`config.mk`:
```
export PLATFORM = sky130hd
export DESIGN_NAME = sfr_top
export DESIGN_NICKNAME = d
export VERILOG_FILES = /design/src/hw/sfr_pkg.sv /design/src/hw/sfr_if.sv /design/src/hw/sfr_top.sv /design/src/hw/sfr_regsel.sv
export SDC_FILE = /design/constraint.sdc
export NUM_CORES = 2
export LEC_CHECK = 0
export CAP_MARGIN = 20
export CORE_ASPECT_RATIO = 0.8
export CORE_MARGIN = 4
export CORE_UTILIZATION = 45
export DETAILED_ROUTE_END_ITERATION = 16
export DONT_BUFFER_PORTS = 1
export PLACE_DENSITY = 0.61
export SYNTH_ARGS = -nofsm -noshare
export SYNTH_HDL_FRONTEND = slang
export SYNTH_SLANG_ARGS = --single-unit
```
`constraint.sdc`:
```
create_clock -name I_REF_CLK -period 11.59 [get_ports I_REF_CLK]
set_clock_uncertainty 0.15 [all_clocks]
set_input_delay 1.159 -clock I_REF_CLK [delete_from_list [all_inputs] [get_ports I_REF_CLK]]
set_output_delay 1.159 -clock I_REF_CLK [all_outputs]
set_load 0.03 [all_outputs]
```
`src/hw/sfr_pkg.sv`:
```
// shared constants and types for the simd fp register state block
package sfr_pkg;
   localparam int unsigned VEC_W         = 128;
   localparam int unsigned BASE_REGS     = 8;
   localparam int unsigned WIDE_REGS     = 16;
   localparam int unsigned IDX_W         = 4;
   localparam int unsigned CSR_W         = 32;
   // control/status field positions
   localparam int unsigned FLAG_LSB      = 0;
   localparam int unsigned FLAG_MSB      = 5;
   localparam int unsigned DNZ_BIT       = 6;
   localparam int unsigned MASK_LSB      = 7;
   localparam int unsigned MASK_MSB      = 12;
   localparam int unsigned RND_LSB       = 13;
   localparam int unsigned RND_MSB       = 14;
   localparam int unsigned FLUSH_BIT     = 15;
   localparam int unsigned RSVD_LSB      = 16;
   // exception order within flags and masks
   localparam int unsigned EX_INVALID    = 0;
   localparam int unsigned EX_DENORMAL   = 1;
   localparam int unsigned EX_DIVZERO    = 2;
   localparam int unsigned EX_OVERFLOW   = 3;
   localparam int unsigned EX_UNDERFLOW  = 4;
   localparam int unsigned EX_PRECISION  = 5;
   // reset value: all masks set, everything else clear
   localparam logic [31:0] CSR_RESET     = 32'h0000_1f80;
   // writable bits with and without denormal-zero support
   localparam logic [31:0] CSR_WMASK_DNZ = 32'h0000_ffff;
   localparam logic [31:0] CSR_WMASK_ND  = 32'h0000_ffbf;

   typedef enum logic [1:0] {
      SFR_RND_NEAREST = 2'h0,
      SFR_RND_DOWN    = 2'h1,
      SFR_RND_UP      = 2'h2,
      SFR_RND_ZERO    = 2'h3
   } sfr_round_t;

   typedef enum logic [1:0] {
      SFR_SZ_32  = 2'h0,
      SFR_SZ_64  = 2'h1,
      SFR_SZ_128 = 2'h2
   } sfr_size_t;

   typedef enum logic [2:0] {
      SFR_ST_IDLE  = 3'h1,
      SFR_ST_WRITE = 3'h2,
      SFR_ST_FAULT = 3'h4
   } sfr_state_t;
endpackage

```
`src/hw/sfr_if.sv`:
```
// operand-select carrier between decoder and register array
`timescale 1ns/1ps
`default_nettype none
interface sfr_sel_if;
   logic       valid;
   logic [3:0] idx;
   logic       legal;
   modport dec (output valid, output idx, output legal);
   modport arr (input valid, input idx, input legal);
endinterface
`default_nettype wire

```
`src/hw/sfr_top.sv`:
```
// simd fp register state: vector array and control/status word
//
// Overview of operation
// (RULE_01) 64-bit mode exposes eight more vector registers, chosen only by extension prefix.
// (RULE_02) compatibility mode behaves exactly like protected mode.
// (RULE_03) a meaningless extension prefix is ignored, never faults.
// (RULE_04) prefix width bit selects 64-bit general-purpose operands.
// (RULE_05) each vector register is 128 bits of private storage.
// (RULE_06) vector registers never feed address generation.
// (RULE_07) loads and stores move 32, 64 or 128 bits.
// (RULE_08) full store emits 16 bytes, bits 7:0 at lowest address.
// (RULE_09) control word written by load/restore, read by store/save.
// (RULE_10) bits 31:16 reset to zero; nonzero write faults.
// (RULE_11) flags 5:0 are sticky until software writes zero.
// (RULE_12) bits 12:7 mask the matching exceptions.
// (RULE_13) reset sets all six mask bits.
// (RULE_14) unmasking a set flag raises nothing by itself.
// (RULE_15) bits 14:13 pick the rounding mode.
// (RULE_16) flush mode with masked underflow gives signed zero, sets underflow and precision.
// (RULE_17) unmasked underflow ignores the flush bit.
// (RULE_18) reset clears the flush bit.
// (RULE_19) denormal-zero mode turns denormal inputs into signed zeros.
// (RULE_20) in denormal-zero mode the denormal flag and exception never occur.
// (RULE_21) reset clears the denormal-zero bit.
// (RULE_22) without denormal-zero support, setting bit 6 faults.
// (RULE_23) rounding codes: nearest, down, up, toward zero.
// (RULE_24) flag order: invalid, denormal, divzero, overflow, underflow, precision.
`timescale 1ns/1ps
`default_nettype none
module sfr_top #(
   parameter bit HAS_DNZ = 1'b1
) (
   // clock and reset
   input  wire logic                   I_REF_CLK,
   input  wire logic                   I_RESETN,
   // mode and operand selection
   input  wire logic                   I_LONG_MODE,
   input  wire logic                   I_SEL_VALID,
   input  wire logic                   I_EXT_PREFIX,
   input  wire logic                   I_EXT_REG_BIT,
   input  wire logic                   I_EXT_WIDTH_BIT,
   input  wire logic [2:0]             I_MODRM_REG,
   // vector load from memory path
   input  wire logic                   I_VLD_VALID,
   input  wire sfr_pkg::sfr_size_t     I_VLD_SIZE,
   input  wire logic                   I_VLD_HIGH,
   input  wire logic [127:0]           I_VLD_DATA,
   // vector store to memory path
   input  wire logic                   I_VST_VALID,
   input  wire sfr_pkg::sfr_size_t     I_VST_SIZE,
   input  wire logic                   I_VST_HIGH,
   // control word access
   input  wire logic                   I_CSR_LOAD,
   input  wire logic                   I_CSR_RESTORE,
   input  wire logic [31:0]            I_CSR_WDATA,
   input  wire logic                   I_CSR_STORE,
   input  wire logic                   I_CSR_SAVE,
   // exceptions detected by execution, and the result sign
   input  wire logic                   I_EXC_VALID,
   input  wire logic [5:0]             I_EXC_FLAGS,
   input  wire logic                   I_EXC_SIGN,
   // source operand to screen for denormals
   input  wire logic [31:0]            I_SRC_OPND,
   // outputs
   output logic [127:0]                O_VST_DATA,
   output logic [15:0]                 O_VST_BYTE_EN,
   output logic                        O_VST_VALID,
   output logic [31:0]                 O_CSR_RDATA,
   output logic [31:0]                 O_SUPPORTED_MASK,
   output logic                        O_CSR_RVALID,
   output logic                        O_PROT_FAULT,
   output logic                        O_SIMD_EXC,
   output logic                        O_FLUSH_ZERO,
   output logic [31:0]                 O_FLUSHED_RESULT,
   output logic [31:0]                 O_SRC_OPND,
   output logic                        O_GPR_WIDE,
   output var sfr_pkg::sfr_round_t     O_ROUND_MODE,
   output logic [3:0]                  O_VEC_IDX
);
   import sfr_pkg::*;

   typedef struct packed {
      sfr_state_t    st;
      logic [31:0]   csr;
      logic [127:0]  vst_data;
      logic [15:0]   vst_be;
      logic          vst_valid;
      logic [31:0]   rdata;
      logic          rvalid;
      logic          prot;
      logic          sexc;
      logic          flush_hit;
      logic [31:0]   flush_res;
      logic [31:0]   src;
      logic          gpr_wide;
      logic [3:0]    idx;
   } sfr_reg_t;

   sfr_reg_t   r;
   sfr_reg_t   next_r;
   sfr_sel_if  sel ();

   // separate storage, not aliased to any other file
   logic [127:0] vreg [WIDE_REGS]; // RULE_05

   localparam logic [31:0] WMASK = HAS_DNZ ? CSR_WMASK_DNZ : CSR_WMASK_ND;

   // geometry the indexing and byte lanes are built for
   if (VEC_W != 128 || WIDE_REGS != 2 * BASE_REGS || IDX_W != 4) begin : g_geometry_check
      $error("sfr_top: unsupported register geometry");
   end

   sfr_regsel u_regsel (
      .i_long_mode   (I_LONG_MODE),
      .i_valid       (I_SEL_VALID),
      .i_ext_prefix  (I_EXT_PREFIX),
      .i_ext_reg_bit (I_EXT_REG_BIT),
      .i_modrm_reg   (I_MODRM_REG),
      .sel           (sel)
   );

   logic        csr_wr;
   logic [31:0] wr_val;
   logic        wr_bad;
   logic        src_denorm;
   logic [5:0]  exc_eff;
   logic [5:0]  masks;
   logic        flush_apply;

   always_comb begin
      csr_wr = I_CSR_LOAD | I_CSR_RESTORE; // RULE_09
      wr_val = I_CSR_WDATA;
      // reserved high bits, or bit 6 when unsupported, refuse the write
      wr_bad = csr_wr && ((wr_val & ~WMASK) != 32'h0000_0000); // RULE_10 RULE_22
      masks  = r.csr[MASK_MSB:MASK_LSB];
      src_denorm = (I_SRC_OPND[30:23] == 8'h00) && (I_SRC_OPND[22:0] != 23'h000000);
      exc_eff = I_EXC_FLAGS;
      if (r.csr[DNZ_BIT]) begin
         exc_eff[EX_DENORMAL] = 1'b0; // RULE_20
      end
      // flush only when underflow masked
      flush_apply = r.csr[FLUSH_BIT] && masks[EX_UNDERFLOW] && exc_eff[EX_UNDERFLOW]; // RULE_16 RULE_17
      if (flush_apply) begin
         exc_eff[EX_PRECISION] = 1'b1; // RULE_16
      end
   end

   always_comb begin
      next_r = r;
      next_r.vst_valid = 1'b0;
      next_r.rvalid    = 1'b0;
      next_r.prot      = 1'b0;
      next_r.sexc      = 1'b0;
      next_r.flush_hit = 1'b0;
      next_r.gpr_wide  = I_LONG_MODE & I_EXT_PREFIX & I_EXT_WIDTH_BIT; // RULE_04 RULE_03
      next_r.idx       = sel.idx;
      // denormal input replaced by signed zero
      if (r.csr[DNZ_BIT] && src_denorm) begin
         next_r.src = {I_SRC_OPND[31], 31'h0000_0000}; // RULE_19
      end else begin
         next_r.src = I_SRC_OPND;
      end
      case (r.st)
         SFR_ST_IDLE, SFR_ST_WRITE, SFR_ST_FAULT: begin
            next_r.st = SFR_ST_IDLE;
            if (csr_wr && wr_bad) begin
               next_r.prot = 1'b1; // RULE_10 RULE_22
               next_r.st = SFR_ST_FAULT;
            end else if (csr_wr) begin
               // software write replaces flags; no exception from unmasking
               next_r.csr = wr_val & WMASK; // RULE_09 RULE_11 RULE_14
               next_r.st  = SFR_ST_WRITE;
            end
            if (I_EXC_VALID) begin
               // set wins over a simultaneous clearing write
               next_r.csr[FLAG_MSB:FLAG_LSB] = next_r.csr[FLAG_MSB:FLAG_LSB] | exc_eff; // RULE_11 RULE_24
               next_r.sexc = |(exc_eff & ~masks); // RULE_12 RULE_14
               next_r.flush_hit = flush_apply;
               next_r.flush_res = {I_EXC_SIGN, 31'h0000_0000}; // RULE_16
            end
         end
         default: begin
            next_r.st = SFR_ST_IDLE;
         end
      endcase
      if (I_CSR_STORE | I_CSR_SAVE) begin
         next_r.rdata  = r.csr; // RULE_09
         next_r.rvalid = 1'b1;
      end
      // store: register bits 7:0 go to byte 0 (lowest address)
      if (I_VST_VALID) begin
         next_r.vst_valid = 1'b1;
         next_r.vst_data  = vreg[sel.idx]; // RULE_08
         case (I_VST_SIZE)
            SFR_SZ_32:  next_r.vst_be = 16'h000f; // RULE_07
            SFR_SZ_64:  begin
               next_r.vst_be = 16'h00ff;
               if (I_VST_HIGH) begin
                  next_r.vst_data = {64'h0, vreg[sel.idx][127:64]};
               end
            end
            default:    next_r.vst_be = 16'hffff; // RULE_08
         endcase
      end
   end

   always_ff @(posedge I_REF_CLK) begin
      if (!I_RESETN) begin
         r     <= '0;
         r.st  <= SFR_ST_IDLE;
         r.csr <= CSR_RESET; // RULE_10 RULE_13 RULE_18 RULE_21
      end else begin
         r <= next_r;
      end
   end

   // vector file: data only, never an address source
   always_ff @(posedge I_REF_CLK) begin
      if (I_VLD_VALID && sel.valid && sel.legal) begin // RULE_06
         case (I_VLD_SIZE)
            SFR_SZ_32:  vreg[sel.idx][31:0] <= I_VLD_DATA[31:0]; // RULE_07
            SFR_SZ_64:  begin
               if (I_VLD_HIGH) begin
                  vreg[sel.idx][127:64] <= I_VLD_DATA[63:0];
               end else begin
                  vreg[sel.idx][63:0] <= I_VLD_DATA[63:0];
               end
            end
            default:    vreg[sel.idx] <= I_VLD_DATA;
         endcase
      end
   end

   always_comb begin
      O_VST_DATA       = r.vst_data;
      O_VST_BYTE_EN    = r.vst_be;
      O_VST_VALID      = r.vst_valid;
      O_CSR_RDATA      = r.rdata;
      O_CSR_RVALID     = r.rvalid;
      O_PROT_FAULT     = r.prot;
      O_SIMD_EXC       = r.sexc;
      O_FLUSH_ZERO     = r.flush_hit;
      O_FLUSHED_RESULT = r.flush_res;
      O_SRC_OPND       = r.src;
      O_GPR_WIDE       = r.gpr_wide;
      O_ROUND_MODE     = sfr_round_t'(r.csr[RND_MSB:RND_LSB]); // RULE_15 RULE_23
      O_VEC_IDX        = r.idx;
      O_SUPPORTED_MASK = WMASK; // RULE_22
   end
endmodule
`default_nettype wire

```
`src/hw/sfr_regsel.sv`:
```
// register index decode with extension prefix handling
`timescale 1ns/1ps
`default_nettype none
module sfr_regsel (
   // mode and instruction fields
   input  wire logic       i_long_mode,
   input  wire logic       i_valid,
   input  wire logic       i_ext_prefix,
   input  wire logic       i_ext_reg_bit,
   input  wire logic [2:0] i_modrm_reg,
   // decoded selection
   sfr_sel_if.dec          sel
);
   import sfr_pkg::*;
   // outside long mode (incl. compat) the prefix bit is dropped silently
   always_comb begin
      sel.valid = i_valid;
      sel.idx   = {i_long_mode & i_ext_prefix & i_ext_reg_bit, i_modrm_reg}; // RULE_01 RULE_02 RULE_03
      sel.legal = 1'b1; // RULE_03
   end
endmodule
`default_nettype wire

```
Yosys cells after proc, flatten, opt, wreduce, memory -nomap -nowiden
Memory sizes are Yosys's and may differ from the RTL's.
Cells that the tools add are included.
{"block": "word_totals", "regBits": 254, "ramBits": 2048, "in_bits": 222, "n_memories": 1}
{"block": "op_classes", "n_eq_ne": 7, "mux": 31, "bitwise_logic": 14, "reduce_logical": 21}
{"memory": "vreg", "words": 16, "width": 128, "rd": 1, "rd_clocked_by_memory_dff": 0, "wr": 1, "line_no": "sfr_top.sv:104", "text": "logic [127:0] vreg [WIDE_REGS];"}
{"op": "128-bit 2-to-1 mux", "count": 2}
{"op": "32-bit 2-to-1 mux", "count": 5}
{"op": "64-bit 2-to-1 mux", "count": 1}
{"op": "34-bit 2-to-1 mux", "count": 1}
{"op": "16-bit case mux with 2 select lines", "count": 1}
{"op": "32-bit nonzero test", "count": 1}
{"op": "23-bit nonzero test", "count": 1}
{"op": "1-bit 2-to-1 mux", "count": 19}
{"op": "8-bit logical NOT", "count": 1}
{"op": "1-bit logical AND", "count": 7}
{"op": "6-bit AND", "count": 1}
{"op": "6-bit 2-to-1 mux", "count": 1}
{"op": "6-bit inverter", "count": 1}
{"op": "1-bit bitwise OR", "count": 6}
{"op": "6-bit bitwise OR", "count": 1}
{"op": "3-bit AND reduction", "count": 2}
{"op": "3-bit OR reduction", "count": 2}
{"op": "6-bit OR reduction", "count": 1}
{"op": "2-bit by 1-bit equality test with 1-bit output (second input constant)", "count": 2}
{"op": "2-bit logical NOT", "count": 2}
{"op": "2-bit != test (second input constant)", "count": 2}
{"op": "2-bit AND reduction", "count": 2}
{"op": "2-bit OR reduction", "count": 2}
{"op": "1-bit AND", "count": 3}
{"op": "5 further kinds", "count": 6}

Longest topological paths before layout
{"block": "logic_depth", "word_depth": 7, "mapped_depth": 8, "ltp_nobuf": 5}

By module
Synthesis repeated with hierarchy kept, for this count alone.
{"block": "hier_totals", "hier_cells": 4452, "area_unflattened_um2": 87779.2}
{"module": "sfr_top", "instances": 1, "cells_each": 4445, "area_each_um2": 87731.6, "seq_area_each_um2": 65663.0}
{"module": "sfr_regsel", "instances": 1, "cells_each": 7, "area_each_um2": 47.5, "seq_area_each_um2": 0.0}

Least setup slack after synthesis
Ideal clock, no wire load.
{"block": "synth_path", "path_kind": "in2reg", "startpoint": "input I_MODRM_REG[0]", "endpoint": "memory vreg[10][100] (enable)", "setup_time_ps": 487, "arrival_time_ps": 5142, "slack_ps": 5811, "cell_stages": 8, "path_buffers": 5, "cell_sequence": "buf_6 > buf_6 > buf_6 > buf_4 > nand2b_1 > clkbuf_1 > or3_1 > nor2_1"}
{"item": "start: declaration", "line_no": "sfr_top.sv:42", "text": "input wire logic [2:0] I_MODRM_REG,"}
{"item": "end: declaration", "line_no": "sfr_top.sv:104"}
Straight into the memory's write port.

Worst setup path in the final report
{"block": "layout_path", "startpoint": "input I_MODRM_REG[0]", "endpoint": "memory vreg[13][64] (enable)"}
Straight into the memory's write port.

==> reports/qor.txt <==
Status: finished with violations
Failing checks: slew limit
Total congestion overflow: 0
Smallest hold slack: 0.2792 ns
Simple-gate area share of the yosys netlist: 0.02403
Total track usage: 0.2160
Min-Delay Path Class: input port to flip-flop
Max Freq: 209.1 MHz
Crit. End Element: flip-flop
Detailed Route Iter0 Violations: 5449
Worst Path Arrival: 5.08 ns
Setup tns final: 0 ns
Peak VDD IR: 0.0001804 V
Final period util: 0.4127
Sequential share of the synthesized area: 0.7546
Post-CTS Setup Repair Bufs: 0
Initial antenna violation count: 36
Setup violators final: 0
Drt first pass iters: 6
Synth Area in Compound Gates: 0.04172
WL/cell: 31.91 µm
H-tree levels: 4
Top FF cell, synth: edfxtp_1
Top-area cell type share of the netlist area: 0.7068
Clock Tree Root: clkbuf_16
Die area: 0.2005 mm²
R2r setup slk: 9.13 ns
RSZ-0062 raised after global routing: false
Synth area leader: edfxtp_1
Slew headroom: -0.2135
Hold_sp: I_VLD_DATA[9]
Vias in the first global route: 40.41k
CORE AREA: 0.1924 mm²
CP Capture Point: vreg[13][64]$_DFFE_PP_
Final worst path period need: 4.783 ns
Clk_lat worst skew: 0.82 ns
Hpwl dp: 132100 µm
CTS tree: built
Via/cell ratio: 5.985
CP Data Required Time: 11.89 ns
Final wirelength: 220100 µm
Reg2reg start: vreg[9][86]$_DFFE_PP_
Initial Utilization: 0.4522
Worst r2r path cells: 4
Pwr per Cell Area: 176.4 mW/mm²
Final net count: 4353
Largest family of logic cells by synthesized area: multiplexers
CTS Buf Count: 216
# IOs: 506
Max-Cap Viols: 0
Cells after synthesis: 4268
Post-Synth XOR/XNOR Area: 0.0001007
Adder-cell share of the synthesized area: 0
Port bufs: 0
Site Rows: 144
Post-synth ARST share: 0
Pleak: 29.72 nW
Tightest Pin Transition: 1.820 ns
Synth area leaders: edfxtp_1 71%, mux4_2 13%, dfxtp_1 4.8%
Crit. Startpoint: I_MODRM_REG[0]
Synth cell types: 51
Final Hold Fails: 0
Post-synth EDFFs: 2048
Drt drc: 0
Final count of pins violating max slew: 234
Max Root-Sink Buffers: 3
Reg2reg end: O_VST_DATA[22]$_SDFFE_PN0P_
Startpoint Class: input port
Detail Route Antenna Nets: 0
Die Y: 401.3 µm
Share of cells above drive strength 1: 0.2516
Sink Count: 2256
Setup CP Type: input port to flip-flop
Vias: 41.28k
Post-cts hold buffer count: 0
Mapped cell area: 0.08701 mm²
Yosys warning count: 0
Post-synthesis mux area share: 0.1414
Die width: 499.6 µm
Area grow syn2layout: 9.652%
Pin count of the biggest net entering global routing: 523
CTS clk-pin slew, worst paths: 0.06 ns
Post-CTS Resized: 0
First-pass GRT wire length: 310700 µm
Crit Path Max Fanout: 175
Final Wtd Congestion: 0.8716
Synth Register Bits: 2256
Mapped Avg Cell Area: 20.39 µm²
## power breakdown
group	total [mW]	switching, mW	leakage (nW)	internal [mW]
registers	9.18	0.173	20.1	9.00
logic	0.745	0.468	6.16	0.277
clock network	6.91	2.99	3.40	3.91
## layer usage
| layer | vias up | wire [µm] | GRT usage |
|---|---|---|---|
| li1 | 16920 | - | - |
| met1 | 22250 | 93150 | 0.3159 |
| met2 | 1776 | 100600 | 0.3237 |
| met3 | 330 | 19420 | 0.05211 |
| met4 | 2 | 6835 | 0.06655 |
| met5 | - | 13 | 0 |
## layout by cell type (no fill, tap or decap), drive strengths merged, types with 28 or more instances in the layout
| cell type | Yosys | routed |
|---|---|---|
| dfxtp | 208 | 208 |
| edfxtp | 2048 | 2048 |
| buf | 392 | 82 |
| mux4 | 512 | 512 |
| a22o | 64 | 64 |
| clkinv | 1 | 92 |
| o21ai | 83 | 83 |
| a21o | 64 | 64 |
| nand2 | 303 | 303 |
| a221oi | 64 | 64 |
| clkbuf | 122 | 284 |
| conb | 2 | 79 |
| a22oi | 64 | 64 |
| o2111ai | 64 | 64 |
| mux2 | 64 | 64 |
| nor3b | 28 | 28 |
| nor2 | 42 | 42 |
## cell type report
class                      instances  area, µm²
fill                           15290      97010
timing repair buffer              82      798.3
clock buffer                     284       5864
antenna                           25      62.56
sequential                      2256      65660
multi-input combinational       1569      18740
tap                             2555       3197
clock inverter                   120       1060
inverter                           6      22.52
## flip-flops by register name (all words and copies together) (netlist names)
name / cells
O_VST_DATA: 128
O_CSR_RVALID: 1
O_VST_BYTE_EN: 3
O_GPR_WIDE: 1
O_FLUSH_ZERO: 1
O_SRC_OPND: 32
O_CSR_RDATA: 16
O_FLUSHED_RESULT: 1
O_VEC_IDX: 4
O_ROUND_MODE: 2
r: 11
masks: 6
O_SIMD_EXC: 1
vreg: 2048
O_VST_VALID: 1
## worst min path at each step
stage                                               to  slack, ns  depth (start not counted)
after floorplan           O_VST_DATA[127]$_SDFFE_PN0P_       0.28                          2
after global placement     O_CSR_RDATA[5]$_SDFFE_PN0P_       0.30                          2
after detailed placement   O_CSR_RDATA[2]$_SDFFE_PN0P_       0.30                          2
after CTS                        vreg[1][59]$_DFFE_PP_       0.21                          0
after global routing              vreg[1][1]$_DFFE_PP_       0.23                          0
final                             vreg[0][9]$_DFFE_PP_       0.28                          0
## metrics by stage
step | worst slack [ns] | total power [mW] | utilization | instance area, µm² | std cells
2_1_floorplan | 5.811 | 9.923 | - | 87300 | 4345
5_1_grt | 6.448 | 17.33 | 0.4957 | 95380 | 6884
3_5_place_dp | 6.375 | 10.03 | 0.4584 | 88210 | 6459
3_3_place_gp | 6.431 | 10.02 | 0.4581 | 88140 | 6455
6_report | 6.807 | 16.83 | 0.4958 | 95410 | 6897
4_1_cts | 7.294 | 16.88 | 0.4944 | 95130 | 6863
## synthesized netlist by cell type (2+ instances only)
master,count
o21ai_1,56
nor3_1,23
mux4_2,504
a22oi_1,64
and3_1,3
conb_1,2
nand3b_1,2
nand3_1,26
o21bai_1,2
a22o_1,64
or2_2,4
and2_1,10
dfxtp_1,208
buf_1,25
o21ai_0,27
clkbuf_1,122
nor2_1,42
o2111ai_1,64
buf_2,47
or3_1,4
edfxtp_1,2048
nor4_1,11
a31oi_1,9
a221oi_2,56
nand2_1,303
buf_6,23
o22ai_1,2
inv_1,4
a21o_1,64
mux2i_1,2
nand2b_1,4
a21oi_1,22
buf_4,296
and4_1,3
nor3b_1,28
o211a_1,2
mux2_2,64
mux4_1,8
a221oi_1,8
## cell families after synthesis
| kind of cell | Yosys count |
|---|---|
| other cells | 2 |
| flops | 2256 |
| compound gates | 441 |
| simple gates | 470 |
| buf+inv | 520 |
| xor+xnor | 1 |
| mux | 578 |
## critical path, cell delays in order
cell and delay, ns:
buf_16 0.84, nand2b_1 0.67, or3_1 0.75, nor2_4 0.73, buf_4 0.64
Note: power is estimated with default switching activity, not from simulation.
